File: src/rtl/acac_pkg.sv
// shared constants and types for the ciphering register link
package acac_pkg;

    // ------------------------------------------------------------
    // link widths and word indexes (byte offset / 4)
    // ------------------------------------------------------------
    localparam int          ADDR_W      = 6;
    localparam int          DATA_W      = 32;
    localparam int          BLK_W       = 128;
    localparam int          KEY_W       = 256;
    localparam int          KEY_WORDS   = 8;
    localparam int          NONCE_WORDS = 4;
    localparam logic [5:0]  IDX_STATUS  = 6'h00;
    localparam logic [5:0]  IDX_CTRL    = 6'h01;
    localparam logic [5:0]  IDX_PWD     = 6'h04;
    localparam logic [5:0]  IDX_KEY     = 6'h08;
    localparam logic [5:0]  IDX_NONCE   = 6'h10;

    // ------------------------------------------------------------
    // password entry
    // ------------------------------------------------------------
    localparam logic [31:0] PWD_CLEAR   = 32'h0000_0100;
    localparam int          PWD_MIN     = 8;
    localparam int          PWD_MAX     = 15;
    localparam int          PWD_LEN_W   = 5;
    localparam logic [4:0]  PWD_REF_LEN = 5'h08;
    // arbitrary reference value, eight letters and digits
    localparam logic [119:0] reference_password_constant =
        120'h00_0000_0000_0000_5a71_376d_4b32_7057;

    // ------------------------------------------------------------
    // status and control bit positions
    // ------------------------------------------------------------
    localparam int          STAT_AUTH   = 0;
    localparam int          STAT_TRIED  = 1;
    localparam int          STAT_BUSY   = 2;
    localparam int          STAT_FAIL   = 29;
    localparam int          STAT_CIPHER = 30;
    localparam int          CTRL_BYPASS = 0;
    localparam int          CTRL_FAULT  = 1;

    // ------------------------------------------------------------
    // keystream core and known answer check vectors
    // ------------------------------------------------------------
    localparam logic [127:0] KS_CONST   =
        128'h6a09_e667_bb67_ae85_3c6e_f372_a54f_f53a;
    localparam logic [255:0] TEST_KEY   =
        256'h0001_0203_0405_0607_0809_0a0b_0c0d_0e0f_1011_1213_1415_1617_1819_1a1b_1c1d_1e1f;
    localparam logic [127:0] TEST_CTR   =
        128'hf0f1_f2f3_f4f5_f6f7_f8f9_fafb_fcfd_feff;
    localparam logic [127:0] TEST_PT    =
        128'h6bc1_bee2_2e40_9f96_e93d_7e11_7393_172a;

    // stand-in mixing core; a full round core drops in here
    function automatic logic [127:0] acac_keystream(
        input logic [255:0] key,
        input logic [127:0] ctr
    );
        acac_keystream = key[255:128] ^ key[127:0] ^ KS_CONST
                       ^ {ctr[63:0], ctr[127:64]};
    endfunction

    // ------------------------------------------------------------
    // host side register map (byte offsets) and command bits
    // ------------------------------------------------------------
    localparam logic [7:0]  HOFF_CMD    = 8'h00;
    localparam logic [7:0]  HOFF_WDATA  = 8'h04;
    localparam logic [7:0]  HOFF_RDATA  = 8'h08;
    localparam logic [7:0]  HOFF_STAT   = 8'h0c;
    localparam int          CMD_WR      = 0;
    localparam int          CMD_RD      = 1;
    localparam int          CMD_SRST    = 2;
    localparam int          CMD_ADDR    = 8;

    typedef enum logic [1:0] {
        ST_IDLE = 2'b00,
        ST_ENC  = 2'b01,
        ST_DEC  = 2'b10
    } acac_st_t;

    typedef enum logic [1:0] {
        HS_IDLE    = 2'b00,
        HS_STROBE  = 2'b01,
        HS_CAPTURE = 2'b10
    } acac_hs_t;

endpackage

File: src/rtl/acac_link_if.sv
// register read/write and soft reset link between controller and device
`timescale 1ns/1ps
`default_nettype none
interface acac_link_if;
    import acac_pkg::*;
    logic              reg_wr;
    logic              reg_rd;
    logic [ADDR_W-1:0] reg_addr;
    logic [DATA_W-1:0] reg_wdata;
    logic [DATA_W-1:0] reg_rdata;
    logic              soft_rst;

    modport dev (
        input  reg_wr,
        input  reg_rd,
        input  reg_addr,
        input  reg_wdata,
        input  soft_rst,
        output reg_rdata
    );

    modport ctl (
        output reg_wr,
        output reg_rd,
        output reg_addr,
        output reg_wdata,
        output soft_rst,
        input  reg_rdata
    );
endinterface
`default_nettype wire

File: src/rtl/acac_device.sv
// counter-mode ciphering device with login, key load and self-tests
//
// The implementer's own choice: the AHB-Lite register port.
`timescale 1ns/1ps
`default_nettype none
module acac_device
    import acac_pkg::*;
#(
    parameter int BLOCK_W = BLK_W
) (
    input  wire logic               mclk_i,
    input  wire logic               sys_rst_i,
    acac_link_if.dev                link,
    input  wire logic [BLOCK_W-1:0] data_in_i,
    input  wire logic               data_in_valid_i,
    output logic      [BLOCK_W-1:0] data_out_o,
    output logic                    data_out_valid_o,
    output logic                    aes_enabled_o
);

    // ------------------------------------------------------------
    // elaboration check
    // ------------------------------------------------------------
    // the keystream core works on exactly one 128-bit block
    if (BLOCK_W != BLK_W) begin : g_bad_width
        $error("acac_device: BLOCK_W must equal 128");
    end

    // ------------------------------------------------------------
    // state
    // ------------------------------------------------------------
    logic [119:0]         pw_buf_q;
    logic [PWD_LEN_W-1:0] pw_len_q;
    logic                 auth_q;
    logic                 tried_q;
    logic                 bypass_q;
    logic                 fault_q;
    logic [KEY_W-1:0]     key_q;
    logic [BLK_W-1:0]     nonce_q;
    logic [BLK_W-1:0]     blk_cnt_q;
    acac_st_t             st_q;
    logic [BLK_W-1:0]     st_ct_q;
    logic                 st_bad_q;
    logic                 fail_q;
    logic [DATA_W-1:0]    rdata_q;
    logic [BLOCK_W-1:0]   dout_q;
    logic                 dvalid_q;

    logic                 srst;
    logic                 pw_wr;
    logic                 pw_clr;
    logic                 pw_add;
    logic [119:0]         pw_buf_d;
    logic [PWD_LEN_W-1:0] pw_len_d;
    logic                 ctrl_wr;
    logic                 bypass_flip;
    logic                 st_busy;
    logic                 load_ok;
    logic                 key_wr;
    logic                 nonce_wr;
    logic [5:0]           key_idx;
    logic [5:0]           nonce_idx;
    logic [BLK_W-1:0]     ctr_now;
    logic [BLK_W-1:0]     ks_test;
    logic                 pass_ok;

    assign srst        = link.soft_rst;
    assign st_busy     = (st_q != ST_IDLE);
    assign ctrl_wr     = link.reg_wr && (link.reg_addr == IDX_CTRL);
    assign bypass_flip = ctrl_wr && (link.reg_wdata[CTRL_BYPASS] != bypass_q);
    assign load_ok     = auth_q && !fail_q;
    assign key_idx     = link.reg_addr - IDX_KEY;
    assign nonce_idx   = link.reg_addr - IDX_NONCE;
    assign key_wr      = link.reg_wr && load_ok
                       && (link.reg_addr >= IDX_KEY)
                       && (key_idx < 6'(KEY_WORDS));
    assign nonce_wr    = link.reg_wr && load_ok
                       && (link.reg_addr >= IDX_NONCE)
                       && (nonce_idx < 6'(NONCE_WORDS));
    assign ks_test     = acac_keystream(TEST_KEY, TEST_CTR);

    // ------------------------------------------------------------
    // password entry
    // ------------------------------------------------------------
    assign pw_wr  = link.reg_wr && (link.reg_addr == IDX_PWD);
    assign pw_clr = pw_wr && (link.reg_wdata == PWD_CLEAR);
    assign pw_add = pw_wr && !pw_clr;

    always_comb begin
        pw_buf_d = pw_buf_q;
        pw_len_d = pw_len_q;
        if (pw_clr) begin
            pw_buf_d = '0;
            pw_len_d = '0;
        end else if (pw_add) begin
            pw_buf_d = {pw_buf_q[111:0], link.reg_wdata[7:0]};
            // saturate one past the longest length so overlong never matches
            if (pw_len_q <= PWD_LEN_W'(PWD_MAX)) begin
                pw_len_d = pw_len_q + PWD_LEN_W'(1);
            end
        end
    end

    always_ff @(posedge mclk_i or posedge sys_rst_i) begin
        if (sys_rst_i) begin
            pw_buf_q <= '0;
            pw_len_q <= '0;
        end else if (srst) begin
            pw_buf_q <= '0;
            pw_len_q <= '0;
        end else begin
            pw_buf_q <= pw_buf_d;
            pw_len_q <= pw_len_d;
        end
    end

    // character set is the writer's duty; any byte is simply compared
    always_ff @(posedge mclk_i or posedge sys_rst_i) begin
        if (sys_rst_i) begin
            auth_q  <= 1'b0;
            tried_q <= 1'b0;
        end else if (srst) begin
            auth_q  <= 1'b0;
            tried_q <= 1'b0;
        end else if (pw_clr) begin
            auth_q  <= 1'b0;
        end else if (pw_add) begin
            tried_q <= 1'b1;
            auth_q  <= (pw_len_d == PWD_REF_LEN)
                    && (pw_len_d >= PWD_LEN_W'(PWD_MIN))
                    && (pw_len_d <= PWD_LEN_W'(PWD_MAX))
                    && (pw_buf_d == reference_password_constant);
        end
    end

    // ------------------------------------------------------------
    // control register
    // ------------------------------------------------------------
    always_ff @(posedge mclk_i or posedge sys_rst_i) begin
        if (sys_rst_i) begin
            bypass_q <= 1'b0;
            fault_q  <= 1'b0;
        end else if (srst) begin
            bypass_q <= 1'b0;
            fault_q  <= 1'b0;
        end else if (ctrl_wr) begin
            bypass_q <= link.reg_wdata[CTRL_BYPASS];
            fault_q  <= link.reg_wdata[CTRL_FAULT];
        end
    end

    // ------------------------------------------------------------
    // key and nonce storage
    // ------------------------------------------------------------
    always_ff @(posedge mclk_i or posedge sys_rst_i) begin
        if (sys_rst_i) begin
            key_q   <= '0;
            nonce_q <= '0;
        end else if (srst) begin
            key_q   <= '0;
            nonce_q <= '0;
        end else begin
            // word at the lowest index is the most significant
            if (key_wr) begin
                key_q[(KEY_WORDS-1-int'(key_idx))*DATA_W +: DATA_W]
                    <= link.reg_wdata;
            end
            if (nonce_wr) begin
                nonce_q[(NONCE_WORDS-1-int'(nonce_idx))*DATA_W +: DATA_W]
                    <= link.reg_wdata;
            end
        end
    end

    // ------------------------------------------------------------
    // self-test sequencer
    // ------------------------------------------------------------
    always_ff @(posedge mclk_i or posedge sys_rst_i) begin
        if (sys_rst_i) begin
            st_q     <= ST_ENC;
            st_ct_q  <= '0;
            st_bad_q <= 1'b0;
            fail_q   <= 1'b0;
        end else if (srst || bypass_flip) begin
            st_q     <= ST_ENC;
            st_bad_q <= 1'b0;
        end else begin
            unique case (st_q)
                ST_IDLE: begin
                    st_q <= ST_IDLE;
                end
                ST_ENC: begin
                    st_ct_q  <= TEST_PT ^ ks_test;
                    st_bad_q <= ((TEST_PT ^ ks_test) == TEST_PT);
                    st_q     <= ST_DEC;
                end
                ST_DEC: begin
                    fail_q <= st_bad_q || fault_q
                           || ((st_ct_q ^ ks_test) != TEST_PT);
                    st_q   <= ST_IDLE;
                end
                default: begin
                    st_q <= ST_ENC;
                end
            endcase
        end
    end

    // ------------------------------------------------------------
    // data path
    // ------------------------------------------------------------
    assign ctr_now = nonce_q + blk_cnt_q;
    assign pass_ok = !st_busy && !fail_q && (bypass_q || auth_q);

    always_ff @(posedge mclk_i or posedge sys_rst_i) begin
        if (sys_rst_i) begin
            blk_cnt_q <= '0;
        end else if (srst || nonce_wr) begin
            blk_cnt_q <= '0;
        end else if (data_in_valid_i && pass_ok && !bypass_q) begin
            blk_cnt_q <= blk_cnt_q + BLK_W'(1);
        end
    end

    always_ff @(posedge mclk_i or posedge sys_rst_i) begin
        if (sys_rst_i) begin
            dout_q   <= '0;
            dvalid_q <= 1'b0;
        end else begin
            dvalid_q <= data_in_valid_i && pass_ok;
            if (!(data_in_valid_i && pass_ok)) begin
                dout_q <= '0;
            end else if (bypass_q) begin
                dout_q <= data_in_i;
            end else begin
                dout_q <= data_in_i ^ acac_keystream(key_q, ctr_now);
            end
        end
    end

    assign data_out_o       = dout_q;
    assign data_out_valid_o = dvalid_q;
    assign aes_enabled_o    = !bypass_q && !fail_q && !st_busy;

    // ------------------------------------------------------------
    // register read port
    // ------------------------------------------------------------
    // key and nonce are never readable
    always_ff @(posedge mclk_i or posedge sys_rst_i) begin
        if (sys_rst_i) begin
            rdata_q <= '0;
        end else if (link.reg_rd) begin
            rdata_q <= '0;
            if (link.reg_addr == IDX_STATUS) begin
                rdata_q[STAT_AUTH]   <= auth_q;
                rdata_q[STAT_TRIED]  <= tried_q;
                rdata_q[STAT_BUSY]   <= st_busy;
                rdata_q[STAT_FAIL]   <= fail_q;
                rdata_q[STAT_CIPHER] <= !bypass_q;
            end else if (link.reg_addr == IDX_CTRL) begin
                rdata_q[CTRL_BYPASS] <= bypass_q;
                rdata_q[CTRL_FAULT]  <= fault_q;
            end
        end
    end

    assign link.reg_rdata = rdata_q;

endmodule
`default_nettype wire

File: src/flat_wrapper.sv
// flat-port wrapper written by rule: the top's interface ports become plain ports
module acac_device_flat import acac_pkg::*;
#(
    parameter int BLOCK_W = BLK_W
)
  (mclk_i, sys_rst_i, data_in_i, data_in_valid_i, data_out_o, data_out_valid_o, aes_enabled_o, link_reg_wr, link_reg_rd, link_reg_addr, link_reg_wdata, link_soft_rst, link_reg_rdata);
  acac_link_if link_i ();
  input  wire logic mclk_i;
  input  wire logic sys_rst_i;
  input  wire logic [BLOCK_W-1:0] data_in_i;
  input  wire logic data_in_valid_i;
  output logic      [BLOCK_W-1:0] data_out_o;
  output logic data_out_valid_o;
  output logic aes_enabled_o;
  input wire logic [$bits(link_i.reg_wr)-1:0] link_reg_wr;
  input wire logic [$bits(link_i.reg_rd)-1:0] link_reg_rd;
  input wire logic [$bits(link_i.reg_addr)-1:0] link_reg_addr;
  input wire logic [$bits(link_i.reg_wdata)-1:0] link_reg_wdata;
  input wire logic [$bits(link_i.soft_rst)-1:0] link_soft_rst;
  output wire logic [$bits(link_i.reg_rdata)-1:0] link_reg_rdata;
  assign link_i.reg_wr = link_reg_wr;
  assign link_i.reg_rd = link_reg_rd;
  assign link_i.reg_addr = link_reg_addr;
  assign link_i.reg_wdata = link_reg_wdata;
  assign link_i.soft_rst = link_soft_rst;
  assign link_reg_rdata = link_i.reg_rdata;
  acac_device #(.BLOCK_W(BLOCK_W)) u_core (.mclk_i(mclk_i), .sys_rst_i(sys_rst_i), .link(link_i), .data_in_i(data_in_i), .data_in_valid_i(data_in_valid_i), .data_out_o(data_out_o), .data_out_valid_o(data_out_valid_o), .aes_enabled_o(aes_enabled_o));
endmodule
File: config.mk
export PLATFORM = sky130hd
export DESIGN_NAME = acac_device_flat
export DESIGN_NICKNAME = d
export VERILOG_FILES = /design/src/rtl/acac_pkg.sv /design/src/rtl/acac_link_if.sv /design/src/rtl/acac_device.sv /design/src/flat_wrapper.sv
export SDC_FILE = /design/constraint.sdc
export NUM_CORES = 2
export LEC_CHECK = 0
export BUFFER_PORTS_ARGS = -buffer_cell sky130_fd_sc_hd__buf_4
export CAP_MARGIN = 20
export CORE_ASPECT_RATIO = 0.75
export CORE_MARGIN = 4
export CORE_UTILIZATION = 30
export CTS_CLUSTER_SIZE = 8
export DETAILED_ROUTE_END_ITERATION = 8
export PLACE_DENSITY_LB_ADDON = 0.25
export SLEW_MARGIN = 5
export SYNTH_ARGS = -nofsm -noshare
export SYNTH_HDL_FRONTEND = slang
export SYNTH_SLANG_ARGS = --single-unit
File: constraint.sdc
create_clock -name mclk_i -period 27.6 [get_ports mclk_i]
set_input_delay 2.76 -clock mclk_i [delete_from_list [all_inputs] [get_ports mclk_i]]
set_output_delay 2.76 -clock mclk_i [all_outputs]
set_load 0.02 [all_outputs]
Word level (Yosys, flattened, before mapping). Index checks and enable logic that the tools add are counted.

Equal/unequal tests: 10. $add $sub $neg: 9. Mux-type cells: 35. Shifts and indexed selects: 4. Reductions and logical operators: 43. Bitwise operators: 6. Order comparisons: 7.

Operators with widths (count): 128-bit 2-to-1 mux (6); 256-bit 2-to-1 mux (2); 128-bit bitwise XOR (3); 120-bit 2-to-1 mux (3); 256-bit bitwise mux (1); 32-bit by 33-bit variable shift with 256-bit output, first input constant (1); 32-bit by 33-bit indexed part select with 256-bit output (1); 128-bit by 1-bit adder with 128-bit output, second input constant (1); 128-bit adder (1); 128-bit bitwise mux (1); 32-bit by 33-bit variable shift with 128-bit output, first input constant (1); 32-bit by 33-bit indexed part select with 128-bit output (1); 120-bit by 63-bit equality test with 1-bit output, second input constant (1); 94-bit by 93-bit != test with 1-bit output, second input constant (1); 73-bit inverter (1); 32-bit negation with 33-bit output (2); 53-bit inverter (1); 32-bit by 9-bit equality test with 1-bit output, second input constant (1); 1-bit logical AND (20); 5-bit 2-to-1 mux (4); 2-bit nonzero test (7); 1-bit 2-to-1 mux (13); 5-bit by 4-bit less-or-equal comparator with 1-bit output, second input constant (2); 2-bit 2-to-1 mux (4); other kinds (26) (35).

Register bits after elaboration: 780. Word-level logic and storage cells: 130. Bits of input ports: 172. Output and inout port bits: 162.

Longest topological paths before layout.
Word-level depth: 14. Mapped depth: 18. Mapped depth without buffers: 16.

Least setup slack after synthesis. Ideal clock, no wire load.

Path type: input -> register. Start point: input port link_reg_addr[2]. End point: register u_core.nonce_q[71]. Data arrival time: 6308 ps. Path buffers: 2. Required time: 27534 ps. Library setup time: 66 ps. Stages: 16. Path slack: 21225 ps. Cells stage by stage: buf_2 > inv_1 > ha_1 > xor2_1 > nor4_1 > nand2_1 > ha_1 > nor4b_1 > nand4_1 > nor3_1 > nand2_1 > nor4_1 > nand3_1 > nor2_1 > clkbuf_1 > a22o_1.

Longest elaborated chain between the ends: 7. Elaborated cells on any way between the ends: 13. Classes of those cells: add/sub: 3; order compare: 2; shift: 2; mux: 3; reduce/logical: 3.

RTL lines: start, declared (RTL line flat_wrapper.sv:17) `input wire logic [$bits(link_i.reg_addr)-1:0] link_reg_addr;`; 6-bit by 5-bit subtractor with 6-bit output (RTL line acac_device.sv:73) `assign nonce_idx = link.reg_addr - IDX_NONCE;`; 2-bit by 6-bit subtractor with 7-bit output (RTL line acac_device.sv:169) `nonce_q[(NONCE_WORDS-1-int'(nonce_idx))*DATA_W +: DATA_W]`; 32-bit negation with 33-bit output (RTL line acac_device.sv:169); 32-bit by 33-bit indexed part select with 128-bit output or 32-bit by 33-bit variable shift with 128-bit output (tied branches) (RTL line acac_device.sv:169); 128-bit bitwise mux (RTL line acac_device.sv:169); 128-bit 2-to-1 mux (RTL line acac_device.sv:168) `if (nonce_wr) begin`; 128-bit 2-to-1 mux (RTL line acac_device.sv:159) `end else if (srst) begin`; end signal, assigned (RTL line acac_device.sv:158) `nonce_q <= '0;`; end signal, assigned (RTL line acac_device.sv:161) `nonce_q <= '0;`; end, declared (RTL line acac_device.sv:39) `logic [BLK_W-1:0] nonce_q;`.

Several ways; a longest one is shown, not always the timed one. The select of a mux whose other input is x is not followed. A chain may end at the register's enable or synchronous reset.

Worst setup path in the final report.
Start point: input port link_reg_addr[3]. End point: register u_core.key_q[78].

Longest elaborated chain between the ends: 7. Elaborated cells on any way between the ends: 13. Classes of those cells: add/sub: 3; order compare: 2; shift: 2; mux: 3; reduce/logical: 3.

RTL lines: 6-bit by 4-bit subtractor with 6-bit output (RTL line acac_device.sv:72) `assign key_idx = link.reg_addr - IDX_KEY;`; 3-bit by 6-bit subtractor with 7-bit output (RTL line acac_device.sv:165) `key_q[(KEY_WORDS-1-int'(key_idx))*DATA_W +: DATA_W]`; 32-bit negation with 33-bit output (RTL line acac_device.sv:165); 32-bit by 33-bit indexed part select with 256-bit output or 32-bit by 33-bit variable shift with 256-bit output (tied branches) (RTL line acac_device.sv:165); 256-bit bitwise mux (RTL line acac_device.sv:165); 256-bit 2-to-1 mux (RTL line acac_device.sv:164) `if (key_wr) begin`; 256-bit 2-to-1 mux (RTL line acac_device.sv:159); end signal, assigned (RTL line acac_device.sv:157) `key_q <= '0;`; end signal, assigned (RTL line acac_device.sv:160) `key_q <= '0;`; end, declared (RTL line acac_device.sv:38) `logic [KEY_W-1:0] key_q;`.

Several ways; a longest one is shown, not always the timed one. The select of a mux whose other input is x is not followed.

==> qor.txt <==
Setup TNS = 0 ps
PD cells = 49.6 nW/um^2
Ys flop type = dfrtp_1
WP data arrival = 7040 ps
PostCTS Resize Cnt = 0
WHS Endpoint = u_core.st_ct_q[0]
Detailed Route Iter0 Violations = 3,731
Layout cells sized above 1 = 11.4%
Pleak = 21.8 nW
CTS tree = built
Worst Reg2Reg Path Length in Cells = 13
CP max FO = 32
Maximum VDD drop = 0.0452 mV
Max-cap violations = 0
Final setup margin = 21,160 ps
Post-CTS Setup Inserts = 0
Nets@finish = 5,103
RSZ-0062 raised after global routing = false
Post-synth top area cell = dfrtp_1
Gpl congestion = 0.945
Min-delay src = u_core.st_ct_q[0]
Post-DR wirelength/cell = 23.8 um
First-pass GRT wire length = 235 mm
Initial Utilization = 30.2%
Slew Viols, Final = 0
H-tree levels = 3
Filler cells = 14,500
Grt total ovfl = 0
Worst setup path class = primary input to flop
Max Clock Freq = 155 MHz
Placeable core area = 143,000 sq um
Reg2reg end = u_core.data_out_o[9]
Clock latency on the worst-skew pair = 750 ps
Sink Count = 771
Max Root-Sink Buffers = 3
First drt pass iteration count = 6
Worst path required time = 28,200 ps
CTS clk-pin slew, worst paths = 50 ps
Die area = 150,000 sq um
Leading cell type in the layout, fill and taps excluded = dfrtp_1
# DRC = 0
Pin count of the biggest net entering global routing = 159
Tcrit/Tclk final = 23.3%
Hold depth = 1
Die Y-Extent = 337 um
Final setup skew = 45.5 ps
Tot GR Track Use = 20.6%
Synthesized instance count = 4,614
Sequential area share after synthesis = 44.7%
Yosys reg bits = 771
RR Startpoint = u_core.blk_cnt_q[18]
Async S/R FF share, synth = 100%
Area occupied by multi-input gates = 22,600 sq um
Via count = 36,600
Final hold vios = 0
Antenna viol nets, final = 0
Root Driver = clkbuf_16
Final HPWL from detailed placement = 113 mm
CP endpoint kind = flop
Port buffer count = 306
Vias in the first global route = 34,700
Yosys warns = 0
Worst Tran Pin Value = 1160 ps
Avg Vias per Cell = 5.46
Synth unique cells = 93
Final min period = 6440 ps
Synth area leaders = dfrtp_1 45%, xnor2_1 7.1%, a22o_1 6.7%
Area Growth Syn to Fin = 16.1%
Hold Path Class = flop to flop
Rows = 120
Avg Inst Size Synth = 9.36 sq um
Post-synth EDFFs = 0
Critical Path Source = link_reg_addr[3]
Setup violators final = 0
FF/Latch Area = 19,300 sq um
Clock buffer count from CTS = 107
Rel. slew slack = 22.9%
R2r setup slk = 21,810 ps
Place WS = 20,480 ps
Die width = 446 um
Status = complete, no violations
Initial antenna violation count = 12
Routed wire length = 159 mm
Hold-fix buffers at CTS = 0
Netlist Area Pre-Place = 43,200 sq um
CP Launch Type = primary input
Top cell type's share of synthesized area = 44.6%
Commonest cells after routing, fill and taps aside = 769 x dfrtp_1, 461 x a21oi_1, 417 x nand2_1, 348 x xnor2_1, 348 x buf_4
# IOs = 334
[power by group]
part           internal (mW)  total (mW)  switching (mW)
sequential              1.13        1.13         0.00134
clock                  0.699        1.23           0.527
combinational         0.0294       0.124          0.0944
total                   1.86        2.48           0.623
[synthesized netlist by cell type, types with 60 or more instances]
| master | instances |
|---|---|
| a21oi_1 | 468 |
| a22o_1 | 332 |
| clkbuf_1 | 268 |
| dfrtp_1 | 770 |
| ha_1 | 154 |
| inv_1 | 60 |
| nand2_1 | 417 |
| nand3_1 | 200 |
| nand4_1 | 117 |
| nor2_1 | 303 |
| nor3_1 | 61 |
| o21ai_0 | 275 |
| or3_1 | 150 |
| xnor2_1 | 348 |
| xor2_1 | 153 |
[metal layers]
layer | share of wire, % | routed length [um] | GRT usage (%)
met1 | 48 | 76300 | 30.8
met4 | 1.9 | 2980 | 4.46
met2 | 43 | 68900 | 30.7
met3 | 6.8 | 10800 | 4.03
met5 | 0.017 | 27 | 0
[state kept, by name, indices dropped and copies added (netlist names), 2 cells and up]
signal and cells:
u_core.pw_len_q 5, u_core.pw_buf_q 112, u_core.blk_cnt_q 128, u_core.data_out_o 128
u_core.link.reg_rdata 5, u_core.st_q 2, u_core.nonce_q 128, u_core.key_q 256
[metrics by stage]
stage               instances  instance area (sq um)  hold slack (ps)  power, mW  util (%)
floorplan                4640                  43300              431       1.21         -
global route             6692                  50100              477       2.58      35.1
finish                   6695                  50100              462       2.48      35.1
detailed placement       6557                  47100              452       1.28      33.0
global placement         6556                  47100              446       1.28      33.0
CTS                      6689                  50100              464       2.52      35.1
[final cells by class]
type	count	share of cell area (%)
Antenna cell	5	0.0250
Clock buffer	124	5.51
Clock inverter	8	0.390
Inverter	62	0.479
Multi-Input combinational cell	3483	45.0
Sequential cell	771	38.5
Tap cell	1891	4.72
Timing Repair Buffer	351	5.32
[how the worst max path moves through the flow]
stage,to,cells after the start
after floorplan,u_core.auth_q,1
after global placement,u_core.data_out_o[6],6
after detailed placement,u_core.data_out_o[26],6
after CTS,u_core.data_out_o[6],6
after global routing,u_core.key_q[29],16
final,u_core.key_q[78],15
[worst max-delay path: stages]
cell	delay [ps]
buf_4	130
inv_1	120
ha_1	230
xor2_1	220
nor2_1	660
nand3_1	160
ha_1	330
nor4b_1	330
nand4_1	130
nor4_1	360
and2_1	220
nor2b_1	610
a31oi_4	140
buf_4	300
a22o_1	300
[logic make-up (layout without fill, tap and decap cells)]
logic type	Yosys count	after routing	synth area share, %
compound gates	1319	1319	19.8
flops	771	771	44.7
buf+inv	386	545	3.66
mux	14	14	0.327
other cells	1	32	0.00869
simple gates	1467	1467	16.9
fa+ha+maj	155	155	4.51
xor+xnor	501	501	10.2
Note: power is estimated with default switching activity, not from simulation.
